File: src/rtl/prm_pkg.sv
package prm_pkg;

	localparam int unsigned CLK_HZ    = 125_000_000;
	localparam int unsigned LONG_MS   = 1000;
	localparam int unsigned SHORT_MS  = 200;
	localparam int unsigned PG_MS     = 1500;
	localparam int unsigned LONG_CYC  = LONG_MS * (CLK_HZ / 1000);
	localparam int unsigned SHORT_CYC = SHORT_MS * (CLK_HZ / 1000);
	localparam int unsigned PG_CYC    = PG_MS * (CLK_HZ / 1000);
	localparam int unsigned BAUD      = 115200;
	localparam int unsigned BAUD_CYC  = CLK_HZ / BAUD;
	localparam int unsigned BAUD_HALF = BAUD_CYC / 2;

	// Register indices; the byte address is four times the index.
	localparam logic [6:0] IDX_ID      = 7'h00;
	localparam logic [6:0] IDX_FWVER   = 7'h01;
	localparam logic [6:0] IDX_SCRATCH = 7'h02;
	localparam logic [6:0] IDX_TEMP    = 7'h03;
	localparam logic [6:0] IDX_FANSPD  = 7'h04;
	localparam logic [6:0] IDX_FANFLT  = 7'h06;
	localparam logic [6:0] IDX_OTLIM   = 7'h08;
	localparam logic [6:0] IDX_UARTRX  = 7'h09;
	localparam logic [6:0] IDX_CTRL    = 7'h0F;
	localparam logic [6:0] IDX_PU_LO   = 7'h10;
	localparam logic [6:0] IDX_PU_HI   = 7'h1B;
	localparam logic [6:0] IDX_EXP     = 7'h70;

	localparam int unsigned PU_N  = 12;
	localparam int unsigned PU1_N = 5;
	localparam int unsigned PU2_N = 4;

	localparam int unsigned CTRL_I2C_DIS = 0;
	localparam int unsigned CTRL_CLR     = 1;
	localparam int unsigned CTRL_V2      = 2;
	localparam int unsigned CTRL_STRETCH = 3;
	localparam int unsigned FANFLT_SPD   = 0;
	localparam int unsigned FANFLT_OT    = 1;
	localparam int unsigned EXP_NOCOMMON = 0;
	localparam int unsigned EXP_PGTO     = 1;
	localparam int unsigned EXP_MOD      = 2;

	localparam logic       CTRL_V2_RST = 1'b1;
	localparam logic [7:0] OTLIM_RST   = 8'h5A;

	localparam logic [1:0] RAIL_OFF = 2'h0;
	localparam logic [1:0] RAIL_1V2 = 2'h1;
	localparam logic [1:0] RAIL_1V5 = 2'h2;
	localparam logic [1:0] RAIL_1V8 = 2'h3;

	// Blink patterns: {segment count, long mask}; segments alternate lit and dark.
	localparam logic [13:0] PAT_START = {4'h4, 10'h00D};
	localparam logic [13:0] PAT [0:7] = '{
		{4'h2, 10'h002}, {4'h4, 10'h008}, {4'h6, 10'h020}, {4'h8, 10'h081},
		{4'hA, 10'h201}, {4'h2, 10'h003}, {4'h6, 10'h021}, {4'h4, 10'h009}};
	localparam int unsigned FLT_FAN = 5;

	typedef enum logic {PH_BOOT, PH_RUN} prm_phase_t;

	typedef struct packed {
		logic        cyc;
		logic        stb;
		logic        we;
		logic [8:0]  adr;
		logic [3:0]  sel;
		logic [31:0] dat;
	} prm_wb_req_t;

	typedef struct packed {
		logic        ack;
		logic [31:0] dat;
	} prm_wb_rsp_t;

	typedef struct packed {
		logic strobe;
		logic sel_hi;
		logic sel_lo;
	} prm_rail_pins_t;

	typedef struct packed {
		logic       en;
		logic [1:0] level;
	} prm_rail_out_t;

endpackage : prm_pkg

File: src/rtl/prm_top.sv
`timescale 1ns/10ps
// Operation
// RQ1 - Catch pod presence at startup and drive the active-low present output.
// RQ2 - First mode: level selects only matter at a strobe rising edge.
// RQ3 - A falling strobe leaves the rail on or off as it was.
// RQ4 - Fabric turns the rail off with selects 00 and a strobe rise.
// RQ5 - Second mode, strobe low at startup: use highest common module level.
// RQ6 - No common module level flags a fault shown on the status LED.
// RQ7 - Strobe high at startup sets the rail from the selects regardless.
// RQ8 - Select code 00 off, 01 1.2V, 10 1.5V, 11 1.8V.
// RQ9 - Fabric sets the selects before raising the strobe.
// RQ10 - Strobe activity during operation updates the rail from present selects.
// RQ11 - Rail must reach power good within 1.5 s of strobe rise.
// RQ12 - Fault-free startup blinks long, short pause, long, long pause once.
// RQ13 - Long segments last about 1 s, short segments about 200 ms.
// RQ14 - Only the highest-priority active fault pattern repeats; priority 0 highest.
// RQ15 - Priority 0 is OR of power-unit fault registers 0x10 to 0x14.
// RQ16 - Priority 1 is OR of registers 0x15 to 0x18, two short blinks.
// RQ17 - Priority 2 is OR of registers 0x19 to 0x1B, three short blinks.
// RQ18 - Fan fault is bit 0 of 0x06, long blink long pause.
// RQ19 - Priority 6 is serial framing or parity error; 7 is OR of 0x70.
// RQ20 - Fan drive follows temperature; speed far from setpoint raises a fault.
// RQ21 - Second mode watches power-unit errors, resets units, records errors.
// RQ22 - Serial link runs 115200 baud, 8 data, even parity, 1 stop.
// RQ23 - Strobe and selects are synchronised before edges so one edge updates once.
module prm_top #(
	parameter int unsigned LONG_CYC  = prm_pkg::LONG_CYC,
	parameter int unsigned SHORT_CYC = prm_pkg::SHORT_CYC,
	parameter int unsigned PG_CYC    = prm_pkg::PG_CYC,
	parameter logic [7:0]  ID_VAL    = 8'hA5,
	parameter logic [7:0]  FW_VER    = 8'h20,
	parameter logic [15:0] RPM_STEP  = 16'h0028,
	parameter logic [15:0] FAN_TOL   = 16'h01F4
) (
	input  wire logic                   clk_i,
	input  wire logic                   rst_i,
	input  wire prm_pkg::prm_wb_req_t   wb_i,
	output prm_pkg::prm_wb_rsp_t        wb_o,
	input  wire prm_pkg::prm_rail_pins_t rail_pins_i,
	input  wire logic                   rail_pgood_i,
	output prm_pkg::prm_rail_out_t      adjustable_io_rail_o,
	input  wire logic                   pod_detect_i,
	output logic                        pod_present_n_o,
	input  wire logic [2:0]             pod_levels_i,
	input  wire logic                   fmc_present_i,
	input  wire logic [2:0]             fmc_levels_i,
	input  wire logic                   mod_fault_i,
	input  wire logic [7:0]             temp_i,
	input  wire logic [15:0]            fan_speed_i,
	output logic [7:0]                  fan_drive_o,
	input  wire logic [11:0]            power_unit_err_i,
	output logic                        power_unit_rst_o,
	output logic                        power_unit_i2c_dis_o,
	input  wire logic                   i2c_stretch_to_i,
	input  wire logic                   uart_rx_i,
	output logic                        status_led_o
);

	typedef struct packed {
		prm_pkg::prm_phase_t ph;
		logic [1:0]  boot_cnt;
		logic        str1, str2, str3;
		logic [1:0]  sel1, sel2;
		logic        pod1, pod2;
		logic        pg1, pg2;
		logic        rx1, rx2;
		logic [11:0] pu1, pu2, pu3;
		logic        pod_n;
		logic        rail_en;
		logic [1:0]  rail_lvl;
		logic        pg_wait;
		logic [27:0] pg_tmr;
		logic        ack;
		logic [31:0] rdat;
		logic [7:0]  scratch;
		logic [7:0]  otlim;
		logic        i2c_dis;
		logic        v2;
		logic        stretch;
		logic        fan_flt;
		logic        ot_flt;
		logic [2:0]  exp_flt;
		logic [11:0] pu_flt;
		logic        pu_rst;
		logic        uart_err;
		logic [7:0]  rx_data;
		logic        rx_busy;
		logic [3:0]  rx_bit;
		logic [10:0] rx_cnt;
		logic [8:0]  rx_sh;
		logic [7:0]  fan_duty;
		logic        show_start;
		logic        led_act;
		logic        led_on;
		logic [3:0]  led_seg;
		logic [3:0]  led_len;
		logic [9:0]  led_mask;
		logic [27:0] led_tmr;
	} prm_state_t;

	prm_state_t  q_ff;
	prm_state_t  nxt_q;
	logic        wb_req;
	logic [6:0]  idx;
	logic        clr_all;
	logic        str_rise;
	logic        str_fall;
	logic        boot_end;
	logic [11:0] pu_new;
	logic [7:0]  flt;
	logic [2:0]  pick;
	logic [2:0]  common;
	logic        any_mod;
	logic        rx_done;
	logic        rx_par_bad;
	logic [15:0] fan_set;
	logic [15:0] fan_diff;

	function automatic logic [27:0] seg_time(input logic is_long);
		seg_time = is_long ? 28'(LONG_CYC - 1) : 28'(SHORT_CYC - 1); // RQ13
	endfunction : seg_time

	function automatic logic [1:0] highest(input logic [2:0] m);
		if (m[2]) begin
			highest = prm_pkg::RAIL_1V8;
		end else if (m[1]) begin
			highest = prm_pkg::RAIL_1V5;
		end else begin
			highest = prm_pkg::RAIL_1V2;
		end
	endfunction : highest

	assign idx      = wb_i.adr[8:2];
	assign wb_req   = wb_i.cyc & wb_i.stb & ~q_ff.ack;
	assign clr_all  = wb_req & wb_i.we & wb_i.sel[0] & (idx == prm_pkg::IDX_CTRL)
		& wb_i.dat[prm_pkg::CTRL_CLR];
	assign str_rise = q_ff.str2 & ~q_ff.str3; // RQ23
	assign str_fall = ~q_ff.str2 & q_ff.str3;
	assign boot_end = (q_ff.ph == prm_pkg::PH_BOOT) && (q_ff.boot_cnt == 2'h3);
	assign pu_new   = q_ff.pu2 & ~q_ff.pu3;
	assign any_mod  = ~q_ff.pod2 | fmc_present_i;
	assign common   = (q_ff.pod2 ? 3'h7 : pod_levels_i) & (fmc_present_i ? fmc_levels_i : 3'h7);
	assign rx_done  = q_ff.rx_busy && (q_ff.rx_cnt == 11'h000) && (q_ff.rx_bit == 4'hA);
	assign rx_par_bad = ^q_ff.rx_sh;
	assign fan_set  = 16'(q_ff.fan_duty * RPM_STEP);
	assign fan_diff = (fan_speed_i > fan_set) ? fan_speed_i - fan_set : fan_set - fan_speed_i;

	always_comb begin
		if (q_ff.v2) begin
			flt = {|q_ff.exp_flt, q_ff.uart_err, q_ff.fan_flt, q_ff.stretch, q_ff.ot_flt, // RQ19
				|q_ff.pu_flt[prm_pkg::PU_N-1:prm_pkg::PU1_N+prm_pkg::PU2_N], // RQ17
				|q_ff.pu_flt[prm_pkg::PU1_N+prm_pkg::PU2_N-1:prm_pkg::PU1_N], // RQ16
				|q_ff.pu_flt[prm_pkg::PU1_N-1:0]}; // RQ15
		end else begin
			flt = 8'h00;
			flt[prm_pkg::FLT_FAN] = q_ff.fan_flt; // RQ18
		end
		pick = 3'h0;
		for (int i = 7; i >= 0; i--) begin
			if (flt[i]) begin
				pick = 3'(i); // RQ14
			end
		end
	end

	always_comb begin
		nxt_q = q_ff;
		nxt_q.str1 = rail_pins_i.strobe;
		nxt_q.str2 = q_ff.str1;
		nxt_q.str3 = q_ff.str2;
		nxt_q.sel1 = {rail_pins_i.sel_hi, rail_pins_i.sel_lo};
		nxt_q.sel2 = q_ff.sel1;
		nxt_q.pod1 = pod_detect_i;
		nxt_q.pod2 = q_ff.pod1;
		nxt_q.pg1  = rail_pgood_i;
		nxt_q.pg2  = q_ff.pg1;
		nxt_q.rx1  = uart_rx_i;
		nxt_q.rx2  = q_ff.rx1;
		nxt_q.pu1  = power_unit_err_i;
		nxt_q.pu2  = q_ff.pu1;
		nxt_q.pu3  = q_ff.pu2;
		nxt_q.pu_rst = 1'b0;
		nxt_q.ack  = wb_req;

		// Sticky flags: clear first, so a set in the same cycle wins.
		if (clr_all) begin
			nxt_q.fan_flt = 1'b0;
			nxt_q.ot_flt = 1'b0;
			nxt_q.stretch = 1'b0;
			nxt_q.uart_err = 1'b0;
			nxt_q.pu_flt = 12'h000;
			nxt_q.exp_flt = 3'h0;
		end

		// Startup waits for the synchronisers to fill before deciding anything.
		if (q_ff.ph == prm_pkg::PH_BOOT) begin
			nxt_q.boot_cnt = q_ff.boot_cnt + 2'h1;
			if (boot_end) begin
				nxt_q.ph = prm_pkg::PH_RUN;
				nxt_q.pod_n = q_ff.pod2; // RQ1
				nxt_q.show_start = (flt == 8'h00);
				if (q_ff.str2) begin
					nxt_q.rail_lvl = q_ff.sel2; // RQ7
					nxt_q.rail_en = (q_ff.sel2 != prm_pkg::RAIL_OFF); // RQ8
				end else if (q_ff.v2 && any_mod) begin
					if (common == 3'h0) begin
						nxt_q.exp_flt[prm_pkg::EXP_NOCOMMON] = 1'b1; // RQ6
						nxt_q.show_start = 1'b0;
					end else begin
						nxt_q.rail_lvl = highest(common); // RQ5
						nxt_q.rail_en = 1'b1;
					end
				end
			end
		end else begin
			// A falling strobe is deliberately ignored so the rail state holds.
			if (str_rise) begin
				nxt_q.rail_lvl = q_ff.sel2; // RQ2 RQ10
				nxt_q.rail_en = (q_ff.sel2 != prm_pkg::RAIL_OFF); // RQ8 RQ3
				nxt_q.pg_wait = (q_ff.sel2 != prm_pkg::RAIL_OFF);
				nxt_q.pg_tmr = 28'(PG_CYC - 1);
			end else if (q_ff.pg_wait) begin
				if (q_ff.pg2) begin
					nxt_q.pg_wait = 1'b0;
				end else if (q_ff.pg_tmr == 28'h0) begin
					nxt_q.pg_wait = 1'b0;
					nxt_q.exp_flt[prm_pkg::EXP_PGTO] = 1'b1; // RQ11
				end else begin
					nxt_q.pg_tmr = q_ff.pg_tmr - 28'h1;
				end
			end
			if (q_ff.v2 && (pu_new != 12'h000)) begin
				nxt_q.pu_rst = 1'b1; // RQ21
			end
		end

		nxt_q.fan_duty = temp_i; // RQ20
		// The setpoint is zero until the duty has loaded, so speed is judged only when running.
		if ((q_ff.ph == prm_pkg::PH_RUN) && (fan_diff > FAN_TOL)) begin
			nxt_q.fan_flt = 1'b1; // RQ20
		end
		if (q_ff.v2 && (temp_i > q_ff.otlim)) begin
			nxt_q.ot_flt = 1'b1;
		end
		if (q_ff.v2 && i2c_stretch_to_i) begin
			nxt_q.stretch = 1'b1;
		end
		if (mod_fault_i) begin
			nxt_q.exp_flt[prm_pkg::EXP_MOD] = 1'b1;
		end
		if ((q_ff.ph == prm_pkg::PH_RUN) && q_ff.v2) begin
			nxt_q.pu_flt = nxt_q.pu_flt | pu_new; // RQ21
		end

		// Receiver samples mid-bit: start, 8 data, even parity, stop.
		if (!q_ff.rx_busy) begin
			if (!q_ff.rx2) begin
				nxt_q.rx_busy = 1'b1;
				nxt_q.rx_bit = 4'h0;
				nxt_q.rx_cnt = 11'(prm_pkg::BAUD_HALF - 1); // RQ22
			end
		end else if (q_ff.rx_cnt != 11'h000) begin
			nxt_q.rx_cnt = q_ff.rx_cnt - 11'h001;
		end else begin
			nxt_q.rx_cnt = 11'(prm_pkg::BAUD_CYC - 1); // RQ22
			nxt_q.rx_bit = q_ff.rx_bit + 4'h1;
			if (q_ff.rx_bit == 4'h0) begin
				nxt_q.rx_busy = ~q_ff.rx2;
			end else if (q_ff.rx_bit != 4'hA) begin
				nxt_q.rx_sh = {q_ff.rx2, q_ff.rx_sh[8:1]};
			end else begin
				nxt_q.rx_busy = 1'b0;
				nxt_q.rx_data = q_ff.rx_sh[7:0];
				if (!q_ff.rx2 || rx_par_bad) begin
					nxt_q.uart_err = 1'b1; // RQ22 RQ19
				end
			end
		end

		// Status LED sequencer.
		if (!q_ff.led_act) begin
			nxt_q.led_on = 1'b0;
			if ((q_ff.ph == prm_pkg::PH_RUN) && (q_ff.show_start || (flt != 8'h00))) begin
				{nxt_q.led_len, nxt_q.led_mask} = q_ff.show_start ? prm_pkg::PAT_START // RQ12
					: prm_pkg::PAT[pick]; // RQ14
				nxt_q.show_start = 1'b0;
				nxt_q.led_act = 1'b1;
				nxt_q.led_on = 1'b1;
				nxt_q.led_seg = 4'h0;
				nxt_q.led_tmr = seg_time(nxt_q.led_mask[0]);
			end
		end else if (q_ff.led_tmr != 28'h0) begin
			nxt_q.led_tmr = q_ff.led_tmr - 28'h1;
		end else if (q_ff.led_seg == q_ff.led_len - 4'h1) begin
			nxt_q.led_act = 1'b0;
			nxt_q.led_on = 1'b0;
		end else begin
			nxt_q.led_seg = q_ff.led_seg + 4'h1;
			nxt_q.led_on = q_ff.led_seg[0];
			nxt_q.led_tmr = seg_time(q_ff.led_mask[nxt_q.led_seg]);
		end

		// Register access; unmapped words read zero and writes there are dropped.
		if (wb_req && !wb_i.we) begin
			nxt_q.rdat = 32'h0000_0000;
			if (idx == prm_pkg::IDX_ID) begin
				nxt_q.rdat[7:0] = ID_VAL;
			end else if (idx == prm_pkg::IDX_FWVER) begin
				nxt_q.rdat[7:0] = FW_VER;
			end else if (idx == prm_pkg::IDX_SCRATCH) begin
				nxt_q.rdat[7:0] = q_ff.scratch;
			end else if (idx == prm_pkg::IDX_TEMP) begin
				nxt_q.rdat[7:0] = temp_i;
			end else if (idx == prm_pkg::IDX_FANSPD) begin
				nxt_q.rdat[15:0] = fan_speed_i;
			end else if (idx == prm_pkg::IDX_FANFLT) begin
				nxt_q.rdat[prm_pkg::FANFLT_SPD] = q_ff.fan_flt; // RQ18
				nxt_q.rdat[prm_pkg::FANFLT_OT] = q_ff.ot_flt;
			end else if (idx == prm_pkg::IDX_OTLIM) begin
				nxt_q.rdat[7:0] = q_ff.otlim;
			end else if (idx == prm_pkg::IDX_UARTRX) begin
				nxt_q.rdat[7:0] = q_ff.rx_data;
			end else if (idx == prm_pkg::IDX_CTRL) begin
				nxt_q.rdat[prm_pkg::CTRL_I2C_DIS] = q_ff.i2c_dis;
				nxt_q.rdat[prm_pkg::CTRL_V2] = q_ff.v2;
				nxt_q.rdat[prm_pkg::CTRL_STRETCH] = q_ff.stretch;
			end else if ((idx >= prm_pkg::IDX_PU_LO) && (idx <= prm_pkg::IDX_PU_HI)) begin
				nxt_q.rdat[0] = q_ff.pu_flt[4'(idx - prm_pkg::IDX_PU_LO)];
			end else if (idx == prm_pkg::IDX_EXP) begin
				nxt_q.rdat[2:0] = q_ff.exp_flt;
			end
		end
		if (wb_req && wb_i.we && wb_i.sel[0]) begin
			if (idx == prm_pkg::IDX_SCRATCH) begin
				nxt_q.scratch = wb_i.dat[7:0];
			end else if (idx == prm_pkg::IDX_OTLIM) begin
				nxt_q.otlim = wb_i.dat[7:0];
			end else if (idx == prm_pkg::IDX_CTRL) begin
				nxt_q.i2c_dis = wb_i.dat[prm_pkg::CTRL_I2C_DIS];
				nxt_q.v2 = wb_i.dat[prm_pkg::CTRL_V2];
			end
		end
	end

	always_ff @(posedge clk_i) begin
		if (rst_i) begin
			q_ff <= '0;
			q_ff.ph <= prm_pkg::PH_BOOT;
			q_ff.pod_n <= 1'b1;
			q_ff.otlim <= prm_pkg::OTLIM_RST;
			q_ff.v2 <= prm_pkg::CTRL_V2_RST;
		end else begin
			q_ff <= nxt_q;
		end
	end

	assign wb_o                       = '{ack: q_ff.ack, dat: q_ff.rdat};
	assign adjustable_io_rail_o       = '{en: q_ff.rail_en, level: q_ff.rail_lvl};
	assign pod_present_n_o            = q_ff.pod_n;
	assign fan_drive_o                = q_ff.fan_duty;
	assign power_unit_rst_o           = q_ff.pu_rst;
	assign power_unit_i2c_dis_o       = q_ff.i2c_dis;
	assign status_led_o               = q_ff.led_on;
endmodule : prm_top

File: config.mk
export PLATFORM = sky130hd
export DESIGN_NAME = prm_top
export DESIGN_NICKNAME = d
export VERILOG_FILES = /design/src/rtl/prm_pkg.sv /design/src/rtl/prm_top.sv
export SDC_FILE = /design/constraint.sdc
export NUM_CORES = 1
export LEC_CHECK = 0
export BUFFER_PORTS_ARGS = -buffer_cell sky130_fd_sc_hd__buf_2
export CAP_MARGIN = 40
export CORE_ASPECT_RATIO = 0.9
export CORE_UTILIZATION = 55
export CTS_BUF_LIST = sky130_fd_sc_hd__clkbuf_4 sky130_fd_sc_hd__clkbuf_8
export CTS_CLUSTER_SIZE = 12
export DETAILED_ROUTE_END_ITERATION = 8
export GPL_ROUTABILITY_DRIVEN = 0
export PLACE_DENSITY_LB_ADDON = 0.15
export SLEW_MARGIN = 20
export SYNTH_ARGS = -nofsm -noshare
export SYNTH_HDL_FRONTEND = slang
export SYNTH_SLANG_ARGS = --single-unit
File: constraint.sdc
create_clock -name clk_i -period 6.28 [get_ports clk_i]
set_input_delay 1.256 -clock clk_i [delete_from_list [all_inputs] [get_ports clk_i]]
set_output_delay 1.256 -clock clk_i [all_outputs]
set_load 0.03 [all_outputs]
==> out/metrics.csv, run 1 <==
metric,value,unit
result of the run,"complete, no violations",
synthesized instance count,1447,
first-pass GRT wire length,46.89,mm
maximum net fanout on the critical path,8,
"FFs w/ async S/R, synth",0,%
sequential area share after synthesis,37.56,%
grt total ovfl,0,
drt via density,5.682,
layout cells sized above 1,13.45,%
die span in y,142.4,um
post-layout instance area,13320,um2
Final Power,4.261,mW
Final Critical Period,4.863,ns
Synth cell types,75,
Root Buffer Master,clkbuf_8,
vias in the first global route,9430,
clock sink total,226,
Resized cells post-CTS,0,
first-pass iteration count of the detailed router,5,
width of the die,158.0,um
CTS tree,built,
Final Hold Viols,0,
H-tree depth,2,
hold_ws,0.4311,ns
Site Rows,50,
routed wire length per instance,15.63,um
Syn-to-layout area delta,10.59,%
top_reg_cell synth,dfxtp_1,
pre-CTS WS,1.534,ns
Seq cells post-synth,226,
CP Launch Type,flop,
total CTS buffers,38,
Final Max Slew Viols,0,
register area,4524,um2
Crit. End Element,flop,
unrepaired setup endpoints after global routing,false,
multi-input logic area,6709,um2
Synth Warn #,0,
synthesized area,12040,um2
TNS Setup,0,ns
Clock Skew,0.02586,ns
drt drc,0,
Ant. Diodes,0,
final-layout fill cell count,1920,
Ports,149,
Core ar.,21150,um2
Layout Nets,1663,
Max Cap Viol,0,
final wirelength,28.42,mm
via count,10330,
CP required,6.72,ns
Final Setup Violations,0,
dpl cells,1751,
Mean Syn Cell Area,8.323,um2
FMAX,0.2056,GHz
critical path type,flop to flop,
Final WS setup,1.417,ns
Initial Util,56.96,%
DP Area,12490,um2
Final Cycle Share,77.44,%
"CTS clk-pin slew, worst paths",0.07,ns
WP data arrival,5.30,ns
die area,22490,um2
DP Wirelength,20.35,mm
Slew HR,45.81,%
post-CTS setup buffer count,0,
HP Class,flop to flop,
CTS Hold Bufs,0,
initial antenna violation count,0,
Util after Layout,62.99,%
peak supply drop,0.0002844,V
initial detailed-routing violation count,728,
port bufs,103,
worst slew pin tran,0.8128,ns
Routed Antenna Nets,0,
leakage,5.542,nW
Post-Layout Cell Count,1818,
Post-synth EDFFs,0,
CTS max path bufs,3,
Tot GR Track Use,25.75,%
pin count of the biggest net entering global routing,112,
Pwr per Cell Area,319.9,nW/um2
clk_lat worst skew,0.53,ns
## sequential cells by signal (all words and copies together), names as in the netlist
register	flops
fan_drive_o	8
wb_o	17
q_ff	163
power_unit_i2c_dis_o	1
power_unit_rst_o	1
pod_present_n_o	1
adjustable_io_rail_o	3
status_led_o	1
nxt_q	31
## metal layers
layer  up-vias  part of all wire, %  global-route usage (%)
li1       5153                    -                       -
met1      4847                   48                   36.22
met2       286                   45                   40.51
met3        43                  6.0                   4.842
met4         0                  1.4                   6.225
met5         -                    0                       0
## worst paths after layout
path	startpoint	end	slack [ns]	depth (start not counted)
worst max-delay path	fan_drive_o[1]$_SDFF_PP0_	q_ff[108]$_SDFFE_PP0P_	1.42	19
worst min-delay path	nxt_q[212]$_SDFF_PP0_	nxt_q[200]$_SDFF_PP0_	0.43	1
worst max register to register	fan_drive_o[1]$_SDFF_PP0_	q_ff[108]$_SDFFE_PP0P_	1.42	19
worst min register to register	nxt_q[212]$_SDFF_PP0_	nxt_q[200]$_SDFF_PP0_	0.43	1
## logic make-up after synthesis
kind of cell | synth area share [%]
fa+ha+maj | 6.046
simple gates | 23.56
compound gates | 16.63
other cells | 0.03114
buf+inv | 7.241
flops | 37.56
mux | 4.706
xor+xnor | 4.218
## worst max-delay path: stages, from the launching register on
cell       delay [ns]
dfxtp_1          0.50
ha_1             0.30
ha_1             0.23
fa_1             0.40
a21oi_1          0.16
nor2_1           0.06
nor2_1           0.16
o21bai_1         0.09
a21oi_1          0.19
xnor2_1          0.17
inv_1            0.07
ha_1             0.20
a21oi_1          0.25
nand2_1          0.13
nor4_1           0.53
nor2_1           0.30
a2111oi_0        0.46
o21ai_0          0.20
xnor2_1          0.15
a41oi_1          0.24
## where the power goes
| part | switching, mW | total [mW] | leakage, nW | internal [mW] |
|---|---|---|---|---|
| logic | 0.702 | 1.18 | 3.26 | 0.479 |
| clock network | 0.577 | 1.40 | 0.439 | 0.824 |
| registers | 0.123 | 1.68 | 1.84 | 1.56 |
| total | 1.40 | 4.26 | 5.54 | 2.86 |
## cell usage after synthesis, types with 5 or more instances
cell type / n / area share, %
nor2_1: 175 / 5.5
and3_1: 5 / 0.26
or3_1: 18 / 0.93
mux2i_1: 42 / 3.5
nor3_1: 56 / 2.3
buf_1: 5 / 0.16
a21oi_1: 96 / 4.0
xor2_1: 25 / 1.8
xnor2_1: 33 / 2.4
clkbuf_1: 56 / 1.7
o31ai_1: 8 / 0.50
o21a_1: 7 / 0.44
a211o_1: 10 / 0.73
dfxtp_1: 226 / 38
nor2b_1: 70 / 3.6
a21o_1: 15 / 0.93
ha_1: 55 / 5.7
or4_1: 16 / 1.0
o211ai_1: 5 / 0.31
a22oi_1: 16 / 1.0
nand3b_1: 5 / 0.31
buf_2: 5 / 0.21
nand4b_1: 6 / 0.44
a31oi_1: 11 / 0.57
nand2_1: 97 / 3.0
a221oi_1: 12 / 0.87
nand2b_1: 27 / 1.4
nand4_1: 13 / 0.68
a211oi_1: 21 / 1.3
nor4_1: 14 / 0.73
buf_4: 45 / 2.8
a311oi_1: 9 / 0.65
o22ai_1: 6 / 0.31
inv_1: 72 / 2.2
nor3b_1: 8 / 0.50
nand3_1: 23 / 0.96
o21ai_0: 65 / 2.7
mux4_2: 5 / 0.93
## area by class of cell
type	count	share of cell area [%]
multi-input combinational	1051	50.37
sequential	226	33.97
clock buffer	64	5.862
timing repair buffer	116	4.716
tap	286	2.687
inverter	72	2.029
clock inverter	3	0.3664
## placed cells by master (no fill, tap or decap), types with 33 or more instances in the layout
master	Yosys	final
dfxtp_1	226	226
nor2_1	175	175
buf_2	5	103
nand2_1	97	97
a21oi_1	96	96
inv_1	72	72
nor2b_1	70	70
o21ai_0	65	65
nor3_1	56	55
ha_1	55	55
clkbuf_8	0	48
mux2i_1	42	42
xnor2_1	33	33
No activity file was read; power rests on OpenSTA's default activity.
==> run 2, diff against run 1 <==
--- a/config.mk
+++ b/config.mk
@@ -5,6 +5,7 @@
 export SDC_FILE = /design/constraint.sdc
 export NUM_CORES = 1
 export LEC_CHECK = 0
+export ABC_AREA = 1
 export BUFFER_PORTS_ARGS = -buffer_cell sky130_fd_sc_hd__buf_2
 export CAP_MARGIN = 40
 export CORE_ASPECT_RATIO = 0.9
==> constraint.sdc (replaced) <==
create_clock -name clk_i -period 4 [get_ports clk_i]
set_input_delay 0.8 -clock clk_i [delete_from_list [all_inputs] [get_ports clk_i]]
set_output_delay 0.8 -clock clk_i [all_outputs]
set_load 0.03 [all_outputs]
==> run 2 against run 1 <==
Effect of this change: global-route usage up 0.76 points; combinational power up 44%; wire length up 14%; final cell count up 30%; clock power up 55%; sequential share of layout area down 2.9 points; count of clock-buffer cells in the layout down 6; sequential power up 45%; worst setup slack worse by 1.2 ns.
==> out/metrics.csv, run 2 <==
metric,value,unit
CP startpoint,fan_drive_o[3]$_SDFF_PP0_,
compound-gate portion of the synthesized area,15.07,%
WP data arrival,4.17,ns
list of most frequent post-synthesis cells,"nand2_1 (398), inv_1 (309), nor2_1 (230)",
Final Cycle Share,94.14,%
HP Class,flop to flop,
Core ar.,23410,um2
Syn-to-layout area delta,10.80,%
H-tree depth,2,
total CTS buffers,39,
Post-Layout Cell Count,2366,
dpl cells,2293,
result of the run,"complete, no violations",
top_reg_cell synth,dfxtp_1,
grt total ovfl,0,
Final Max Slew Viols,0,
FMAX,0.2656,GHz
CTS max path bufs,3,
Seq cells post-synth,226,
simple-gate portion of the synthesized area,28.29,%
final wirelength,32.29,mm
maximum net fanout on the critical path,7,
Routed Antenna Nets,0,
CP Launch Type,flop,
width of the die,165.1,um
initial detailed-routing violation count,921,
CTS Hold Bufs,0,
drt drc,0,
peak supply drop,0.0002714,V
XOR/XNOR Fraction of Synth Area,2.995,%
Synth cell types,58,
most frequent cells in the layout,"nand2_1 (394), inv_1 (307), nor2_1 (227), dfxtp_1 (224), a21oi_1 (142)",
synthesized area,13160,um2
Yosys top cell area share,34.38,%
Site Rows,53,
CP required,4.41,ns
mux cell area share after synthesis,0,%
Root Buffer Master,clkbuf_8,
leakage,7.201,nW
first-pass GRT wire length,52.99,mm
Synth Warn #,0,
"commonest non-fill, non-tap cell in the layout",nand2_1,
worst r2r src,fan_drive_o[3]$_SDFF_PP0_,
synthesized instance count,1950,
sequential area share after synthesis,34.38,%
Synth Area in Adders,5.533,%
Clock Skew,0.01923,ns
die span in y,148.7,um
clock sink total,226,
first-pass iteration count of the detailed router,5,
Crit. End Element,flop,
vias in the first global route,11090,
largest area contributor in the netlist,dfxtp_1,
Final Hold Viols,0,
Tot GR Track Use,26.51,%
Final Power,6.310,mW
"CTS clk-pin slew, worst paths",0.06,ns
port bufs,103,
Util after Layout,62.29,%
drt via density,5.191,
main combinational cell family by area after synthesis,simple AND/OR/NAND/NOR gates,
via count,12280,
DP Wirelength,24.21,mm
Mean Syn Cell Area,6.749,um2
Slew HR,54.83,%
Largest register FFs,163,
largest reg by FF count,q_ff,
Post-synth EDFFs,0,
Pwr per Cell Area,432.8,nW/um2
hold path start,nxt_q[208]$_SDFF_PP0_,
TNS Setup,0,ns
layout cells sized above 1,14.06,%
Ports,149,
critical path type,flop to flop,
die area,24550,um2
Final Critical Period,3.765,ns
"FFs w/ async S/R, synth",0,%
Layout Nets,2196,
pin count of the biggest net entering global routing,57,
initial antenna violation count,1,
worst slew pin tran,0.6759,ns
hold_ws,0.3992,ns
routed wire length per instance,13.65,um
CTS tree,built,
clk_lat worst skew,0.54,ns
Final Setup Violations,0,
Max Cap Viol,0,
Initial Util,56.22,%
Area contributors post-synth,"dfxtp_1 (34%), nand2_1 (11%), inv_1 (8.8%)",
most frequent cell after synthesis,nand2_1,
[run 2: cell types whose count changed after synthesis, moves of 27 or more]
cell,before,now
nor2_1,175,230
nor2b_1,70,0
clkbuf_1,56,25
nor3_1,56,25
nand2b_1,27,0
inv_1,72,309
o21ai_0,65,120
mux2i_1,42,0
nand2_1,97,398
a21oi_1,96,147
nand3_1,23,107
[run 2: cell families (layout without fill, tap and decap cells)]
logic type,count (synthesis),in the layout
buffers and inverters,417,515
AND/OR/NAND/NOR,855,855
AO/OA/AOI/OAI,349,349
adder cells (fa/ha/maj),57,57
flip-flops,226,226
XOR/XNOR,45,45
other,1,17
[run 2: layout make-up]
type,count,area (um2)
well taps,302,377.9
multi-input cells,1322,6963
clock buffers,58,735.7
flip-flops and latches,226,4527
inverters,326,1232
diodes,1,2.502
clock inverters,8,75.07
fillers,2218,8827
repair buffers,123,668.1
[run 2: layer usage]
layer  share of wire (%)  vias up  GRT usage, %  wire length, um
met5                   0        -             0                0
met3                 6.4       57         3.864             2051
met4                 2.4        0         8.303              782
met1                  47     5495         36.80            15090
met2                  44      374         42.20            14360
li1                    -     6355             -                -
[run 2: worst max-delay path: stages (launching register included)]
cell        delay [ns]
dfxtp_2           0.33
ha_1              0.29
ha_1              0.34
a21oi_1           0.14
nand2_1           0.12
a21oi_2           0.14
inv_1             0.06
a21oi_2           0.14
nor2_1            0.06
inv_1             0.07
nand2_1           0.07
inv_1             0.06
ha_2              0.29
a21oi_2           0.19
nand2_1           0.12
a21oi_2           0.19
nand2_4           0.07
nand2_4           0.10
clkinvlp_4        0.16
nand2_1           0.10
nand2_1           0.05
nor2_1            0.09
nand2_1           0.06
nor2_2            0.14
nand2_2           0.10
nand2_1           0.09
a21oi_2           0.06
[run 2: final timing paths]
kind,to,slack (ns),cells after the start
worst min-delay path,nxt_q[196]$_SDFF_PP0_,0.40,2
worst min register to register,nxt_q[196]$_SDFF_PP0_,0.40,2
worst max register to register,q_ff[108]$_SDFFE_PP0P_,0.23,26
worst max-delay path,q_ff[108]$_SDFFE_PP0P_,0.23,26
[run 2: timing repair]
action,4_1_cts,5_1_grt
setup buffers,0,6
endpoints found under the setup margin,0,1
gates resized for setup,0,24
[run 2: through the flow]
step | worst slack, ns | area, um2
finish | 0.2345 | 14580
global route | -0.09250 | 14580
CTS | 0.03869 | 14460
detailed placement | 0.05281 | 13650
global placement | 0.07862 | 13650
floorplan | 0.4135 | 13220
[run 2: power by group]
part	total [mW]	switching, mW	internal (mW)
sequential	2.44	0.0868	2.35
combinational	1.70	1.13	0.564
clock	2.17	0.930	1.24
==> run 3, diff against run 2 <==
--- a/config.mk
+++ b/config.mk
@@ -15,6 +15,7 @@
 export DETAILED_ROUTE_END_ITERATION = 8
 export GPL_ROUTABILITY_DRIVEN = 0
 export PLACE_DENSITY_LB_ADDON = 0.15
+export REMOVE_ABC_BUFFERS = 1
 export SLEW_MARGIN = 20
 export SYNTH_ARGS = -nofsm -noshare
 export SYNTH_HDL_FRONTEND = slang
==> run 3 against run 2 <==
Effect of this change: total power shrank 0.45%; flip-flop and latch count unchanged; wire length grew 0.64%; count of clock-buffer cells in the layout rose by 1; critical path depth rose by 1; global-route usage rose by 0.086 points; clock skew is 0.0053 ns higher; critical path type unchanged; critical endpoint unchanged; largest cell class unchanged; highest routed layer unchanged.
==> out/metrics.csv, run 3 (synthesis gave the netlist of run 2 again) <==
metric,value,unit
result of the run,"complete, no violations",
slowest CP cell,fa_2,
worst r2r src,fan_drive_o[1]$_SDFF_PP0_,
port bufs,103,
CTS max path bufs,3,
internal reg-to-reg setup slack,0.29,ns
Core ar.,23410,um2
peak supply drop,0.0003299,V
"CTS clk-pin slew, worst paths",0.06,ns
register area,4526,um2
total CTS buffers,38,
Final Critical Period,3.709,ns
Layout Nets,2196,
DP Area,13670,um2
FMAX,0.2696,GHz
pin count of the biggest net entering global routing,79,
Ports,149,
Final WS setup,0.2914,ns
clk_lat worst skew,0.54,ns
grt total ovfl,0,
most frequent cells in the layout,"nand2_1 (397), inv_1 (307), nor2_1 (228), dfxtp_1 (225), a21oi_1 (142)",
CP startpoint,fan_drive_o[1]$_SDFF_PP0_,
die area,24550,um2
Routed Antenna Nets,0,
initial antenna violation count,1,
multi-input logic area,6998,um2
"most used cell, CP",nand2_1,
first-pass iteration count of the detailed router,5,
CTS Hold Bufs,0,
critical path type,flop to flop,
leakage,7.204,nW
first-pass GRT wire length,53.21,mm
CP Launch Type,flop,
via count,12360,
final wirelength,32.50,mm
Final Cycle Share,92.71,%
clock sink total,226,
vias in the first global route,11300,
Final Max Slew Viols,0,
Syn-to-layout area delta,11.20,%
routed wire length per instance,13.73,um
Tot GR Track Use,26.59,%
post-layout instance area,14630,um2
final-layout fill cell count,2246,
HP Class,flop to flop,
width of the die,165.1,um
CP required,4.40,ns
DP Wirelength,23.99,mm
Util after Layout,62.52,%
Final Power,6.282,mW
"Largest delay share family, worst path",simple AND/OR/NAND/NOR gates,
drt via density,5.222,
initial detailed-routing violation count,914,
largest reg by FF count,q_ff,
Max Cap Viol,0,
maximum net fanout on the critical path,7,
pre-CTS WS,0.01283,ns
Crit. End Element,flop,
CTS tree,built,
WP data arrival,4.11,ns
Site Rows,53,
H-tree depth,2,
"commonest non-fill, non-tap cell in the layout",nand2_1,
Pwr per Cell Area,429.2,nW/um2
Final Hold Viols,0,
hold path start,nxt_q[234]$_SDFF_PP0_,
worst slew pin tran,0.6809,ns
die span in y,148.7,um
CP bufs+invs,5,
layout cells sized above 1,14.00,%
Initial Util,56.22,%
TNS Setup,0,ns
Clock Skew,0.02455,ns
Root Buffer Master,clkbuf_8,
Largest register FFs,163,
Slew HR,54.50,%
Final Setup Violations,0,
drt drc,0,
max incr delay on CP,0.39,ns
-- run 3: cell count changes in the layout (fill, tap and decap cells not counted), moves of 3 or more --
| cell | before | now |
|---|---|---|
| ha_1 | 52 | 49 |
| ha_4 | 1 | 4 |
| nand2_1 | 394 | 397 |
| nand2_2 | 15 | 12 |
-- run 3: tightest hold or removal path, cell delays in order (launching register included) --
cell     delay [ns]
dfxtp_1        0.29
inv_1          0.04
nor2_1         0.03
-- run 3: final timing paths --
path,cells past startpoint,endpoint
min reg2reg,2,q_ff[234]$_SDFF_PP0_
min,2,q_ff[234]$_SDFF_PP0_
max reg2reg,27,q_ff[108]$_SDFFE_PP0P_
max,27,q_ff[108]$_SDFFE_PP0P_
-- run 3: stage by stage --
step,instances,hold slack [ns]
floorplan,1874,0.3883
global placement,2296,0.3904
detailed placement,2296,0.3943
CTS,2362,0.4044
global route,2367,0.4224
finish,2367,0.4018
-- run 3: timing repair --
item                                    CTS  global route
endpoints found under the setup margin    1             1
buffers inserted                          0             3
endpoints found under the hold margin     0             0
gates resized for setup                   1            23
pin swaps                                 0            10
-- run 3: area by class of cell --
cell class	count	share of cell area (%)
Sequential cell	226	30.93
Clock buffer	59	5.121
Antenna cell	1	0.01710
Tap cell	302	2.582
Multi-Input combinational cell	1322	47.82
Inverter	326	8.413
Timing Repair Buffer	124	4.779
Clock inverter	7	0.3420
-- run 3: per-layer routing --
| metal | vias up | track usage, % | wire length [um] |
|---|---|---|---|
| li1 | 6359 | - | - |
| met1 | 5631 | 35.49 | 15270 |
| met2 | 317 | 43.39 | 14770 |
| met3 | 54 | 4.115 | 1560 |
| met4 | 0 | 9.358 | 896 |
| met5 | - | 0 | 0 |
-- run 3: report_power, final --
part / leakage (nW) / switching (mW) / internal, mW / total, mW
Clock: 0.421 / 0.936 / 1.20 / 2.14
Sequential: 1.84 / 0.0855 / 2.35 / 2.44
Combinational: 4.94 / 1.14 / 0.572 / 1.71
